File: config.mk
export PLATFORM = sky130hd
export DESIGN_NAME = cipher_completion_flags
export DESIGN_NICKNAME = d
export VERILOG_FILES = /design/src/hw/cflag_pkg.sv /design/src/hw/cflag_if.sv /design/src/hw/cipher_completion_flags.sv /design/src/hw/cflag_bank.sv
export SDC_FILE = /design/constraint.sdc
export NUM_CORES = 1
export LEC_CHECK = 0
export ABC_AREA = 0
export BUFFER_PORTS_ARGS = -buffer_cell sky130_fd_sc_hd__buf_4
export CAP_MARGIN = 10
export CORE_UTILIZATION = 36
export DETAILED_ROUTE_END_ITERATION = 10
export GPL_TIMING_DRIVEN = 0
export PLACE_DENSITY = 0.72
export SLEW_MARGIN = 20
export SYNTH_ARGS = -nofsm -noshare
export SYNTH_HDL_FRONTEND = slang
export SYNTH_SLANG_ARGS = --single-unit
File: constraint.sdc
create_clock -name clk -period 0.9 [get_ports clk]
set_input_delay 0.045 -clock clk [delete_from_list [all_inputs] [get_ports clk]]
set_output_delay 0.045 -clock clk [all_outputs]
set_load 0.01 [all_outputs]
File: src/hw/cflag_pkg.sv
/*
 * Constants shared by the cipher completion flag block: register offsets, flag bit positions and reset values.
 * Assumes an 8-bit register port with a one-cycle read latency.
 */
package cflag_pkg;
	localparam int ADDR_W = 8;
	localparam int DATA_W = 8;
	localparam int NUM_FLAGS = 2;
	localparam logic [7:0] OFF_EVENT_FLAGS = 8'h07;
	localparam logic [7:0] OFF_IRQ_MASK = 8'h08;
	localparam logic [7:0] OFF_CONTROL_PRIMARY = 8'h00;
	localparam logic [7:0] OFF_CONTROL_SECONDARY = 8'h01;
	localparam logic [7:0] OFF_CIPHER_DATA = 8'h38;
	localparam logic [7:0] OFF_HASH_KEY_LO = 8'h5c;
	localparam logic [7:0] OFF_HASH_KEY_HI = 8'h6b;
	localparam logic [7:0] OFF_GHASH_LO = 8'h6c;
	localparam logic [7:0] OFF_GHASH_HI = 8'h7b;
	localparam int BIT_CIPHER_DONE = 0;
	localparam int BIT_GALOIS_DONE = 1;
	localparam int BIT_START = 0;
	localparam int BIT_LOD = 0;
	localparam logic [7:0] RST_EVENT_FLAGS = 8'h00;
	localparam logic [7:0] RST_IRQ_MASK = 8'h00;
	localparam logic RST_LOD = 1'b0;
endpackage

File: src/hw/cflag_if.sv
/*
 * Interface carrying decoded register accesses from the decoder to the flag bank.
 * Assumes both ends run on the same clock.
 */
`timescale 1ns/1ps
interface cflag_if;
	logic wr_flags;
	logic [1:0] wr_data;
	logic [1:0] set_ev;
	logic [1:0] auto_clr;
	logic [1:0] flags;
	modport src (output wr_flags, output wr_data, output set_ev, output auto_clr, input flags);
	modport dst (input wr_flags, input wr_data, input set_ev, input auto_clr, output flags);
endinterface

File: src/hw/cipher_completion_flags.sv
/*
 * Completion flags of a block-cipher engine with register port, auto-clear decoding and interrupt.
 * Assumes the cipher datapath pulses done events on clk and the master obeys the strobe protocol.
 */
// The address map and the plain strobed port were left to the implementer.
`timescale 1ns/1ps
module cipher_completion_flags
	import cflag_pkg::*;
(
	input wire logic clk,
	input wire logic srst,
	input wire logic [ADDR_W-1:0] addr,
	input wire logic [DATA_W-1:0] wdata,
	input wire logic wr,
	input wire logic rd,
	output logic [DATA_W-1:0] rdata,
	input wire logic cipher_done,
	input wire logic galois_done,
	input wire logic gcm_mode,
	output logic start_pulse,
	output logic last_output_data_mode,
	output logic irq
);
	cflag_if fif();
	logic [1:0] mask_reg;
	logic lod_reg;
	logic start_reg;
	logic [DATA_W-1:0] rdata_reg;
	logic [DATA_W-1:0] rdata_next;
	logic sel_flags, sel_mask, sel_control_primary, sel_control_secondary, sel_data, sel_key, sel_ghash;
	logic start_w;

	assign sel_flags = (addr == OFF_EVENT_FLAGS);
	assign sel_mask = (addr == OFF_IRQ_MASK);
	assign sel_control_primary = (addr == OFF_CONTROL_PRIMARY);
	assign sel_control_secondary = (addr == OFF_CONTROL_SECONDARY);
	assign sel_data = (addr == OFF_CIPHER_DATA);
	assign sel_key = (addr >= OFF_HASH_KEY_LO) && (addr <= OFF_HASH_KEY_HI);
	assign sel_ghash = (addr >= OFF_GHASH_LO) && (addr <= OFF_GHASH_HI);
	assign start_w = wr && sel_control_secondary && wdata[BIT_START];

	assign fif.wr_flags = wr && sel_flags;
	assign fif.wr_data = wdata[1:0];
	assign fif.set_ev[BIT_CIPHER_DONE] = cipher_done;
	assign fif.set_ev[BIT_GALOIS_DONE] = galois_done && gcm_mode;
	assign fif.auto_clr[BIT_GALOIS_DONE] = start_w || (rd && sel_ghash);
	assign fif.auto_clr[BIT_CIPHER_DONE] = start_w
		|| (rd && sel_data && !lod_reg)
		|| (wr && sel_data && lod_reg)
		|| (rd && sel_key);

	cflag_bank u_bank (
		.clk(clk),
		.srst(srst),
		.bus(fif)
	);

	always_comb begin
		rdata_next = '0;
		if (rd && sel_flags) begin
			rdata_next = {6'h00, fif.flags};
		end else if (rd && sel_mask) begin
			rdata_next = {6'h00, mask_reg};
		end else if (rd && sel_control_primary) begin
			rdata_next = {7'h00, lod_reg};
		end
	end

	always_ff @(posedge clk) begin
		if (srst) begin
			mask_reg <= RST_IRQ_MASK[1:0];
			lod_reg <= RST_LOD;
			start_reg <= 1'b0;
			rdata_reg <= '0;
		end else begin
			if (wr && sel_mask) begin
				mask_reg <= wdata[1:0];
			end
			if (wr && sel_control_primary) begin
				lod_reg <= wdata[BIT_LOD];
			end
			start_reg <= start_w;
			rdata_reg <= rdata_next;
		end
	end

	assign rdata = rdata_reg;
	assign start_pulse = start_reg;
	assign last_output_data_mode = lod_reg;
	assign irq = |(fif.flags & mask_reg);

	property p_galois_set;
		@(posedge clk) disable iff (srst) (galois_done && gcm_mode) |=> fif.flags[BIT_GALOIS_DONE];
	endproperty
	a_galois_set: assert property (p_galois_set) else $error("Galois flag not set.");
	property p_cipher_set;
		@(posedge clk) disable iff (srst) cipher_done |=> fif.flags[BIT_CIPHER_DONE];
	endproperty
	a_cipher_set: assert property (p_cipher_set) else $error("Cipher flag not set.");
	property p_w1c;
		@(posedge clk) disable iff (srst) (wr && sel_flags && wdata[0] && !cipher_done) |=> !fif.flags[0];
	endproperty
	a_w1c: assert property (p_w1c) else $error("Write one did not clear.");
	property p_w0;
		@(posedge clk) disable iff (srst)
			(wr && sel_flags && !wdata[1] && fif.flags[1] && !start_w) |=> fif.flags[1];
	endproperty
	a_w0: assert property (p_w0) else $error("Write zero changed flag.");
	property p_start_g;
		@(posedge clk) disable iff (srst) (start_w && !(galois_done && gcm_mode)) |=> !fif.flags[1];
	endproperty
	a_start_g: assert property (p_start_g) else $error("Start left Galois flag.");
	property p_ghash_rd;
		@(posedge clk) disable iff (srst) (rd && sel_ghash && !(galois_done && gcm_mode)) |=> !fif.flags[1];
	endproperty
	a_ghash_rd: assert property (p_ghash_rd) else $error("Hash read left Galois flag.");
	property p_start_c;
		@(posedge clk) disable iff (srst) (start_w && !cipher_done) |=> !fif.flags[0];
	endproperty
	a_start_c: assert property (p_start_c) else $error("Start left cipher flag.");
	property p_lod0;
		@(posedge clk) disable iff (srst) (rd && sel_data && !lod_reg && !cipher_done) |=> !fif.flags[0];
	endproperty
	a_lod0: assert property (p_lod0) else $error("Data read left cipher flag.");
	property p_lod1;
		@(posedge clk) disable iff (srst)
			(rd && sel_data && lod_reg && fif.flags[0]) |=> fif.flags[0];
	endproperty
	a_lod1: assert property (p_lod1) else $error("Data read cleared flag with mode one.");
	property p_key;
		@(posedge clk) disable iff (srst) (rd && sel_key && !cipher_done) |=> !fif.flags[0];
	endproperty
	a_key: assert property (p_key) else $error("Key read left cipher flag.");
	property p_set_wins;
		@(posedge clk) disable iff (srst) (cipher_done && start_w) |=> fif.flags[0];
	endproperty
	a_set_wins: assert property (p_set_wins) else $error("Clear beat set.");
	property p_irq;
		@(posedge clk) disable iff (srst) (wr && sel_mask && (|(wdata[1:0] & fif.flags))) |=> irq;
	endproperty
	a_irq: assert property (p_irq) else $error("Interrupt mismatch.");
	c_cipher: cover property (@(posedge clk) cipher_done ##1 (rd && sel_data));
	c_galois: cover property (@(posedge clk) (galois_done && gcm_mode) ##1 (rd && sel_ghash));
	c_irq: cover property (@(posedge clk) irq ##1 fif.wr_flags);
endmodule

File: src/hw/cflag_bank.sv
/*
 * Sticky flag bank: per-bit set, write-one clear and automatic clear, with set taking precedence.
 * Assumes all inputs come from logic on the same clock.
 */
`timescale 1ns/1ps
module cflag_bank
	import cflag_pkg::*;
(
	input wire logic clk,
	input wire logic srst,
	cflag_if.dst bus
);
	logic [1:0] flags_reg;
	logic [1:0] clr_w;
	logic [1:0] flags_next;
	assign clr_w = bus.auto_clr | ({2{bus.wr_flags}} & bus.wr_data);
	assign flags_next = bus.set_ev | (flags_reg & ~clr_w);
	assign bus.flags = flags_reg;
	always_ff @(posedge clk) begin
		if (srst) begin
			flags_reg <= RST_EVENT_FLAGS[1:0];
		end else begin
			flags_reg <= flags_next;
		end
	end
endmodule

==> results of run 1 <==
[path summary, 6_finish.rpt]
path	from	end	cells past startpoint
setup / recovery	mask_reg[0]	irq	2
hold / removal	wdata[1]	mask_reg[1]	3
setup reg to reg	last_output_data_mode	u_bank.bus.flags[0]	4
hold reg to reg	u_bank.bus.flags[1]	u_bank.bus.flags[1]	2
[power by group]
part,internal (mW),switching [mW]
Combinational,0.110,0.0886
Clock,0.171,0.142
Sequential,0.360,0.00796
Total,0.641,0.238
[routing by layer]
layer | global-route usage, % | share of wire [%] | vias up
met1 | 23.4 | 44 | 248
met4 | 10.0 | 0.94 | 0
li1 | - | - | 283
met5 | 0 | 0 | -
met2 | 25.8 | 48 | 27
met3 | 4.89 | 7.5 | 2
[worst register-to-register path, cell delays in order (launching register included)]
cell and delay (ns):
dfxtp_4 0.36, mux2_4 0.30, nand4_1 0.07, o22ai_1 0.07, o22ai_1 0.10
[placed cells by master, fill, tap and decap left out, types with 2 or more instances in the layout]
master    count
a21oi_1       3
and4b_1       2
buf_4        26
buf_6         2
clkbuf_4      3
conb_1        6
dfxtp_1       5
dfxtp_2       2
mux2i_1       3
nand2_1       4
nand3b_1      3
nand4b_1      3
nor2_1        7
o22ai_1       2
[kinds of logic (layout without fill, tap and decap cells)]
kind of cell / after synthesis / count (layout)
multiplexers: 5 / 5
AO/OA/AOI/OAI: 9 / 9
XOR/XNOR: 2 / 2
buffers and inverters: 8 / 36
AND/OR/NAND/NOR: 28 / 28
other: 1 / 6
flip-flops: 8 / 8
[cell type report]
cell class / instances / area [µm²] / share of cell area, %
multi-input cells: 50 / 360 / 43.8
clock buffers: 4 / 26.3 / 3.19
inverters: 1 / 3.75 / 0.456
flip-flops and latches: 8 / 166 / 20.2
well taps: 15 / 18.8 / 2.28
repair buffers: 24 / 198 / 24.0
plain buffers: 7 / 50.0 / 6.08
[repair_timing]
action / CTS / global route
gates resized for setup: 3 / 4
hold buffers: 1 / 0
pin swaps: 1 / 5
endpoints found under the hold margin: 3 / 0
endpoints found under the setup margin: 3 / 6
setup buffers: 0 / 3
==> impl_results.md, run 1 <==
- First-pass GRT wire length: 1900 µm
- Die area: 1670 µm²
- WS Path Type: flip-flop to output pin
- Worst Skew: 0.00607 ns
- Worst stage delay on the critical path: 0.33 ns
- Endpoint class of the critical path: output pin
- Largest family of logic cells by synthesized area: simple AND/OR/NAND/NOR gates
- DIE HEIGHT: 40.9 µm
- Yosys warns: 0
- Iteration-0 DRC count of the detailed router: 33
- Routed WL: 1280 µm
- RSZ-0062 raised after global routing: true
- GPL Wtd Cong: 0.793
- Routed Antenna Nets: 0
- Antenna Cells: 0
- Clk sinks: 8
- Ys async rst share: 0%
- Fmax achieved: 1.02 GHz
- Xor and xnor fraction of the mapped netlist area: 3.21%
- Post-DP Area: 741 µm²
- Fillers: 121
- Worst EP arrival: 0.94 ns
- Syn avg cell area: 8.94 µm²
- Hold Vio Cnt, Final: 0
- Row count: 13
- DRC violations left: 0
- Final worst path period share: 109%
- 1st-pass router iterations: 5
- CTS HTree Levels: 1
- Congestion Overflow GR: 0
- Ys flop type: dfxtp_1
- Clk buf depth: 2
- Vias: 560
- Final Non-Filler Cells: 109
- Reg clk slew, reported paths: 0.06 ns
- Critical-path top delay cell: dfxtp_2
- Total power: 0.879 mW
- Fin Setup TNS: -0.206 ns
- Drt via density: 5.14
- Clk Latency, worst-skew pair: 0.26 ns
- EDFF count, synth: 0
- IO Count: 34
- Worst slack, placed: -0.251 ns
- Critical-path maximum fanout: 3
- Hold Crit Class: primary input to flip-flop
- Post-route setup slack: -0.0828 ns
- Layout Nets: 118
- Buffers & Inverters on Critical Path: 1
- Post-synth top area share: 29.4%
- Most frequent cell after synthesis: dfxtp_1
- Chip width: 40.9 µm
- Worst R2R Setup Slack: -0.06 ns
- Sequential-to-total area share from yosys stat: 29.4%
- CP required: 0.85 ns
- Compound-Gate Fraction of Synth Area: 11.2%
- Largest area contributor in the netlist: dfxtp_1
- Ranking of synthesized cells by area: dfxtp_1 (29%), buf_4 (8.3%), mux2i_1 (5.5%)
- Port buffer count: 20
- Largest net degree at the start of global routing: 11
- CTS root buf: clkbuf_4
- PD cells: 1070 nW/µm²
- Post-Synth Simple-Gate Area: 36.0%
- Unique masters post-synth: 29
- Synth top cells by count: dfxtp_1 (8), nor2_1 (7), buf_4 (6), nand2_1 (4)
- Leakage: 0.395 nW
- CTS Buf Count: 3
- Violated checks: setup timing
- Design area: 823 µm²
- Placeable core area: 1350 µm²
- Final hold slack: 0.0325 ns
- Max-Cap Viols: 0
- Final setup fails: 3
- GRT Total Usage: 17.8%
- Yosys reg bits: 8
- Synth Area in Adders: 0%
- Initial antenna violation count: 0
- Final Util: 61.0%
- Placed insts: 101
- Mapped Cells: 61
- Post-synthesis cell area: 546 µm²
- Detail Placement HPWL: 927 µm
- Ratio of cells with drive above 1 in the final layout: 46.8%
- Max-slew violation count: 0
- Initial Utilization: 40.4%
- Area Growth Syn to Fin: 50.9%
- Fin crit period: 0.983 ns
- Peak supply drop: 0.000793 V
- CP Launch Type: flip-flop
- Vias in the first global route: 425
- Status: complete, but fails checks
- CTS tree: done
- Worst path cell trace: a22o_1 -> buf_6
- WL/cell: 11.7 µm
- Top delay family on crit path: flip-flops
- Mux contribution to synthesized area: 9.63%
No activity file was read; power rests on OpenSTA's default activity.
==> inputs of run 2 (changes only) <==
--- a/config.mk
+++ b/config.mk
@@ -5,13 +5,13 @@
 export SDC_FILE = /design/constraint.sdc
 export NUM_CORES = 1
 export LEC_CHECK = 0
-export ABC_AREA = 0
+export ABC_AREA = 1
 export BUFFER_PORTS_ARGS = -buffer_cell sky130_fd_sc_hd__buf_4
 export CAP_MARGIN = 10
-export CORE_UTILIZATION = 36
+export CORE_UTILIZATION = 38
 export DETAILED_ROUTE_END_ITERATION = 10
 export GPL_TIMING_DRIVEN = 0
-export PLACE_DENSITY = 0.72
+export PLACE_DENSITY = 0.73
 export SLEW_MARGIN = 20
 export SYNTH_ARGS = -nofsm -noshare
 export SYNTH_HDL_FRONTEND = slang
==> impl_results.md, run 2 <==
- Status: complete, but fails checks
- Violated checks: setup timing
- GRT Total Usage: 17.8%
- Final setup fails: 1
- Yosys reg bits: 8
- Hold Crit Class: primary input to flip-flop
- Fillers: 159
- Ys flop type: dfxtp_1
- CTS Buf Count: 3
- Total power: 0.856 mW
- Hold depth: 3
- Synth top cells by count: inv_1 (18), nand2_1 (17), nor2_1 (13), nand3_1 (9), dfxtp_1 (8)
- Worst EP arrival: 0.92 ns
- DRC violations left: 0
- Top delay family on crit path: flip-flops
- Routed Antenna Nets: 0
- Max-Cap Viols: 0
- Clk sinks: 8
- Drt via density: 4.71
- Max-slew violation count: 0
- Post-synthesis cell area: 614 µm²
- PD cells: 997 nW/µm²
- CTS root buf: clkbuf_4
- Ys async rst share: 0%
- Post-synth top area share: 26.1%
- Clock share of power: 32.6%
- Routed WL: 1440 µm
- WP depth: 2
- GPL Wtd Cong: 0.775
- Sequential-to-total area share from yosys stat: 26.1%
- CP required: 0.85 ns
- DIE HEIGHT: 42.2 µm
- IO Count: 34
- Buffers & Inverters on Critical Path: 1
- Largest area contributor in the netlist: dfxtp_1
- Worst Skew: 0.00597 ns
- Detail Placement HPWL: 1110 µm
- Port buffer count: 21
- Final Non-Filler Cells: 147
- Area Growth Syn to Fin: 39.7%
- Chip width: 42.2 µm
- Post-route setup slack: -0.0651 ns
- Antenna Cells: 0
- Clk Latency, worst-skew pair: 0.26 ns
- CTS HTree Levels: 1
- Fin Setup TNS: -0.0651 ns
- Combinational Power Share: 24.5%
- Initial Utilization: 40.8%
- Worst path cell trace: a22o_1 -> buf_6
- Row count: 14
- Final Util: 57.0%
- Syn avg cell area: 6.14 µm²
- Worst slack, placed: -0.0826 ns
- Most common cell after layout, fill and taps aside: buf_4
- Most frequent cell after synthesis: inv_1
- Peak supply drop: 0.000745 V
- Critical-path maximum fanout: 2
- Part of the power in registers: 42.9%
- Critical-path top delay cell: dfxtp_2
- 1st-pass router iterations: 4
- WS Path Type: flip-flop to output pin
- Pint: 0.616 mW
- Fmax achieved: 1.04 GHz
- Ratio of cells with drive above 1 in the final layout: 32.8%
- Endpoint class of the critical path: output pin
- Largest net degree at the start of global routing: 7
- Iteration-0 DRC count of the detailed router: 17
- Switch Pwr: 0.241 mW
- WL/cell: 9.76 µm
- Vias in the first global route: 610
- Switch share: 28.1%
- Cells on worst reg2reg path: 5
- Fin crit period: 0.965 ns
- Placed insts: 142
- Final worst path period share: 107%
- Yosys warns: 0
- Initial antenna violation count: 0
- Commonest cells after routing, fill and taps aside: buf_4 (27), inv_1 (17), nand2_1 (17)
- Hold Vio Cnt, Final: 0
- Layout Nets: 156
- First-pass GRT wire length: 2460 µm
- Reg clk slew, reported paths: 0.05 ns
- RSZ-0062 raised after global routing: true
- Vias: 692
- Ranking of synthesized cells by area: dfxtp_1 (26%), inv_1 (11%), nand2_1 (10%)
- Mapped Cells: 100
- Congestion Overflow GR: 0
- Worst stage delay on the critical path: 0.32 ns
- Placeable core area: 1510 µm²
- Leakage: 0.469 nW
- Die area: 1780 µm²
- Clk buf depth: 2
- Unique masters post-synth: 19
- CTS tree: done
- EDFF count, synth: 0
- CP Launch Type: flip-flop
-- run 2: cell types whose count changed after synthesis, sizes merged, moves of 4 or more --
cell	change
nor2	+8
a21oi	+4
nand2	+15
inv	+19
o21ai	+5
nand3	+9
-- run 2: worst paths after layout --
| path | start | slack, ns | to |
|---|---|---|---|
| setup / recovery | u_bank.bus.flags[1] | -0.07 | irq |
| hold / removal | cipher_done | 0.03 | u_bank.bus.flags[0] |
| setup reg to reg | u_bank.bus.flags[1] | 0.06 | u_bank.bus.flags[1] |
| hold reg to reg | mask_reg[1] | 0.53 | mask_reg[1] |
-- run 2: layout make-up --
| cell class | instances | area [µm²] | area share (%) |
|---|---|---|---|
| multi-input combinational | 71 | 353 | 41.1 |
| clock buffer | 3 | 22.5 | 2.62 |
| buffer | 6 | 45.0 | 5.25 |
| timing repair buffer | 23 | 179 | 20.8 |
| sequential | 8 | 164 | 19.1 |
| inverter | 20 | 75.1 | 8.75 |
| tap | 16 | 20.0 | 2.33 |
-- run 2: stage by stage --
stage               area, µm²  hold slack (ns)
finish                    858           0.0330
global route              858           0.0457
CTS                       856           0.0273
detailed placement        811            0.262
global placement          811            0.259
floorplan                 633            0.114
-- run 2: repair_timing --
item	CTS	global route
pin swaps	0	2
gates resized for setup	2	5
setup endpoints to repair	1	3
buffers inserted	1	0
hold buffers	1	0
hold endpoints to repair	3	0
-- run 2: kinds of logic (layout without fill, tap and decap cells) --
kind of cell / Yosys count / after routing / synth area share (%)
AOI/OAI and AO/OA: 13 / 13 / 11.2
other: 1 / 6 / 0.610
and+or+nand+nor: 52 / 52 / 42.6
buffers and inverters: 26 / 52 / 19.6
DFF: 8 / 8 / 26.1
-- run 2: power groups by stage --
stage	clock (mW)	sequential, mW	combinational [mW]
floorplan	0	0.372	0.108
finish	0.279	0.367	0.210
global route	0.303	0.367	0.237
detailed placement	0	0.374	0.198
global placement	0	0.374	0.195
CTS	0.287	0.367	0.207
-- run 2: worst reg2reg max path: stages, from the launching register on --
cell and delay (ns):
dfxtp_2 0.33, buf_4 0.11, inv_1 0.03, nor2_1 0.09
nand3_1 0.09, a21oi_1 0.12
-- run 2: metal layers --
metal	share of wire, %	GRT usage (%)	vias up
met3	8.7	6.47	2
met4	0.42	1.88	0
met2	47	29.2	32
met5	0	0	-
met1	44	23.3	290
li1	-	-	368
==> inputs of run 3 (changes only) <==
--- a/config.mk
+++ b/config.mk
@@ -12,6 +12,7 @@
 export DETAILED_ROUTE_END_ITERATION = 10
 export GPL_TIMING_DRIVEN = 0
 export PLACE_DENSITY = 0.73
+export SETUP_SLACK_MARGIN = 0.15
 export SLEW_MARGIN = 20
 export SYNTH_ARGS = -nofsm -noshare
 export SYNTH_HDL_FRONTEND = slang
==> impl_results.md, run 3 (synthesis results as in run 2) <==
- Status: complete, but fails checks
- Violated checks: setup timing
- Initial antenna violation count: 0
- GRT Total Usage: 19.3%
- Final Non-Filler Cells: 151
- Die area: 1780 µm²
- Commonest cells after routing, fill and taps aside: buf_4 (25), nand2_1 (17), inv_1 (15)
- Port buffer count: 21
- Area Growth Syn to Fin: 57.2%
- Final Util: 64.1%
- RSZ-0062 raised after global routing: true
- Design area: 966 µm²
- DIE HEIGHT: 42.2 µm
- IO Count: 34
- Cells on worst reg2reg path: 5
- CTS HTree Levels: 1
- Fin Setup TNS: -0.0905 ns
- Register Area: 170 µm²
- CP Launch Type: flip-flop
- Post-route setup slack: -0.0782 ns
- Vias: 745
- Detail Placement HPWL: 1050 µm
- Fin crit period: 0.978 ns
- Placeable core area: 1510 µm²
- CTS Buf Count: 3
- 1st-pass router iterations: 4
- Chip width: 42.2 µm
- Vias in the first global route: 639
- Hold Vio Cnt, Final: 0
- Worst EP arrival: 0.93 ns
- Clk Latency, worst-skew pair: 0.26 ns
- Max-slew violation count: 0
- Multi-input gate area: 405 µm²
- Routed Antenna Nets: 0
- Peak supply drop: 0.000641 V
- Reg2reg start: u_bank.bus.flags[1]
- Largest net degree at the start of global routing: 7
- Placed insts: 142
- CTS root buf: clkbuf_4
- Post-DP Area: 815 µm²
- Hold Crit Class: primary input to flip-flop
- CTS tree: done
- Initial Utilization: 40.8%
- Most common cell after layout, fill and taps aside: buf_4
- Reg clk slew, reported paths: 0.05 ns
- PD cells: 941 nW/µm²
- Final hold slack: 0.0283 ns
- DRC violations left: 0
- Congestion Overflow GR: 0
- WL/cell: 11.2 µm
- Drt via density: 4.93
- Max-Cap Viols: 0
- Clk buf depth: 2
- CP Launch Point: u_bank.bus.flags[1]
- Final worst path period share: 109%
- Row count: 14
- Leakage: 0.500 nW
- Iteration-0 DRC count of the detailed router: 20
- Critical-path maximum fanout: 2
- Endpoint class of the critical path: output pin
- CP required: 0.85 ns
- Ratio of cells with drive above 1 in the final layout: 45.9%
- Crit path to: irq
- Critical R2R Capture: rdata[1]
- First-pass GRT wire length: 2640 µm
- Worst R2R Setup Slack: -0.01 ns
- Clk sinks: 8
- Routed WL: 1690 µm
- Worst Skew: 0.00152 ns
- Antenna Cells: 0
- Final setup fails: 2
- GPL Wtd Cong: 0.825
- Fmax achieved: 1.02 GHz
- Fillers: 142
- WS Path Type: flip-flop to output pin
- Layout Nets: 159
[run 3: cell type report]
| cell class | instances | share of cell area, % |
|---|---|---|
| Buffer | 6 | 4.66 |
| Clock buffer | 4 | 2.72 |
| Inverter | 20 | 8.03 |
| Multi-Input combinational cell | 71 | 42.0 |
| Sequential cell | 8 | 17.6 |
| Tap cell | 16 | 2.07 |
| Timing Repair Buffer | 26 | 22.9 |
[run 3: where the power goes]
group	internal, mW	switching [mW]
registers	0.359	0.00505
clock network	0.170	0.127
logic	0.119	0.129
total	0.648	0.261
[run 3: how the worst min path moves through the flow]
stage / slack (ns) / to / cells after the start / from
after detailed placement: 0.26 / u_bank.bus.flags[0] / 2 / srst
after global placement: 0.26 / u_bank.bus.flags[1] / 2 / srst
final: 0.03 / u_bank.bus.flags[0] / 3 / cipher_done
after CTS: 0.02 / u_bank.bus.flags[0] / 3 / cipher_done
after global routing: 0.04 / u_bank.bus.flags[0] / 3 / cipher_done
after floorplan: 0.11 / rdata[1] / 1 / srst
[run 3: what timing repair did]
action                                  CTS  global route
resized for setup                         9            20
hold buffers                              2             0
buffers inserted                          1             2
pin swaps                                 3             5
hold endpoints to repair                  4             0
endpoints found under the setup margin    7            12
[run 3: critical path: stages, from the launching register on]
cell and delay [ns]:
dfxtp_2 0.32, a22o_1 0.24, buf_6 0.12
[run 3: metal layers]
metal	vias up	routed length, µm	GRT usage (%)
met3	4	116	6.90
met1	337	700	23.3
li1	376	-	-
met5	-	0	0
met4	0	11	3.75
met2	28	864	32.9
[run 3: per-stage QoR]
step / power, mW / setup slack [ns]
4_1_cts: 0.884 / -0.0727
6_report: 0.909 / -0.0782
3_3_place_gp: 0.566 / -0.0620
5_1_grt: 0.965 / -0.0980
2_1_floorplan: 0.478 / 0.142
3_5_place_dp: 0.569 / -0.0837
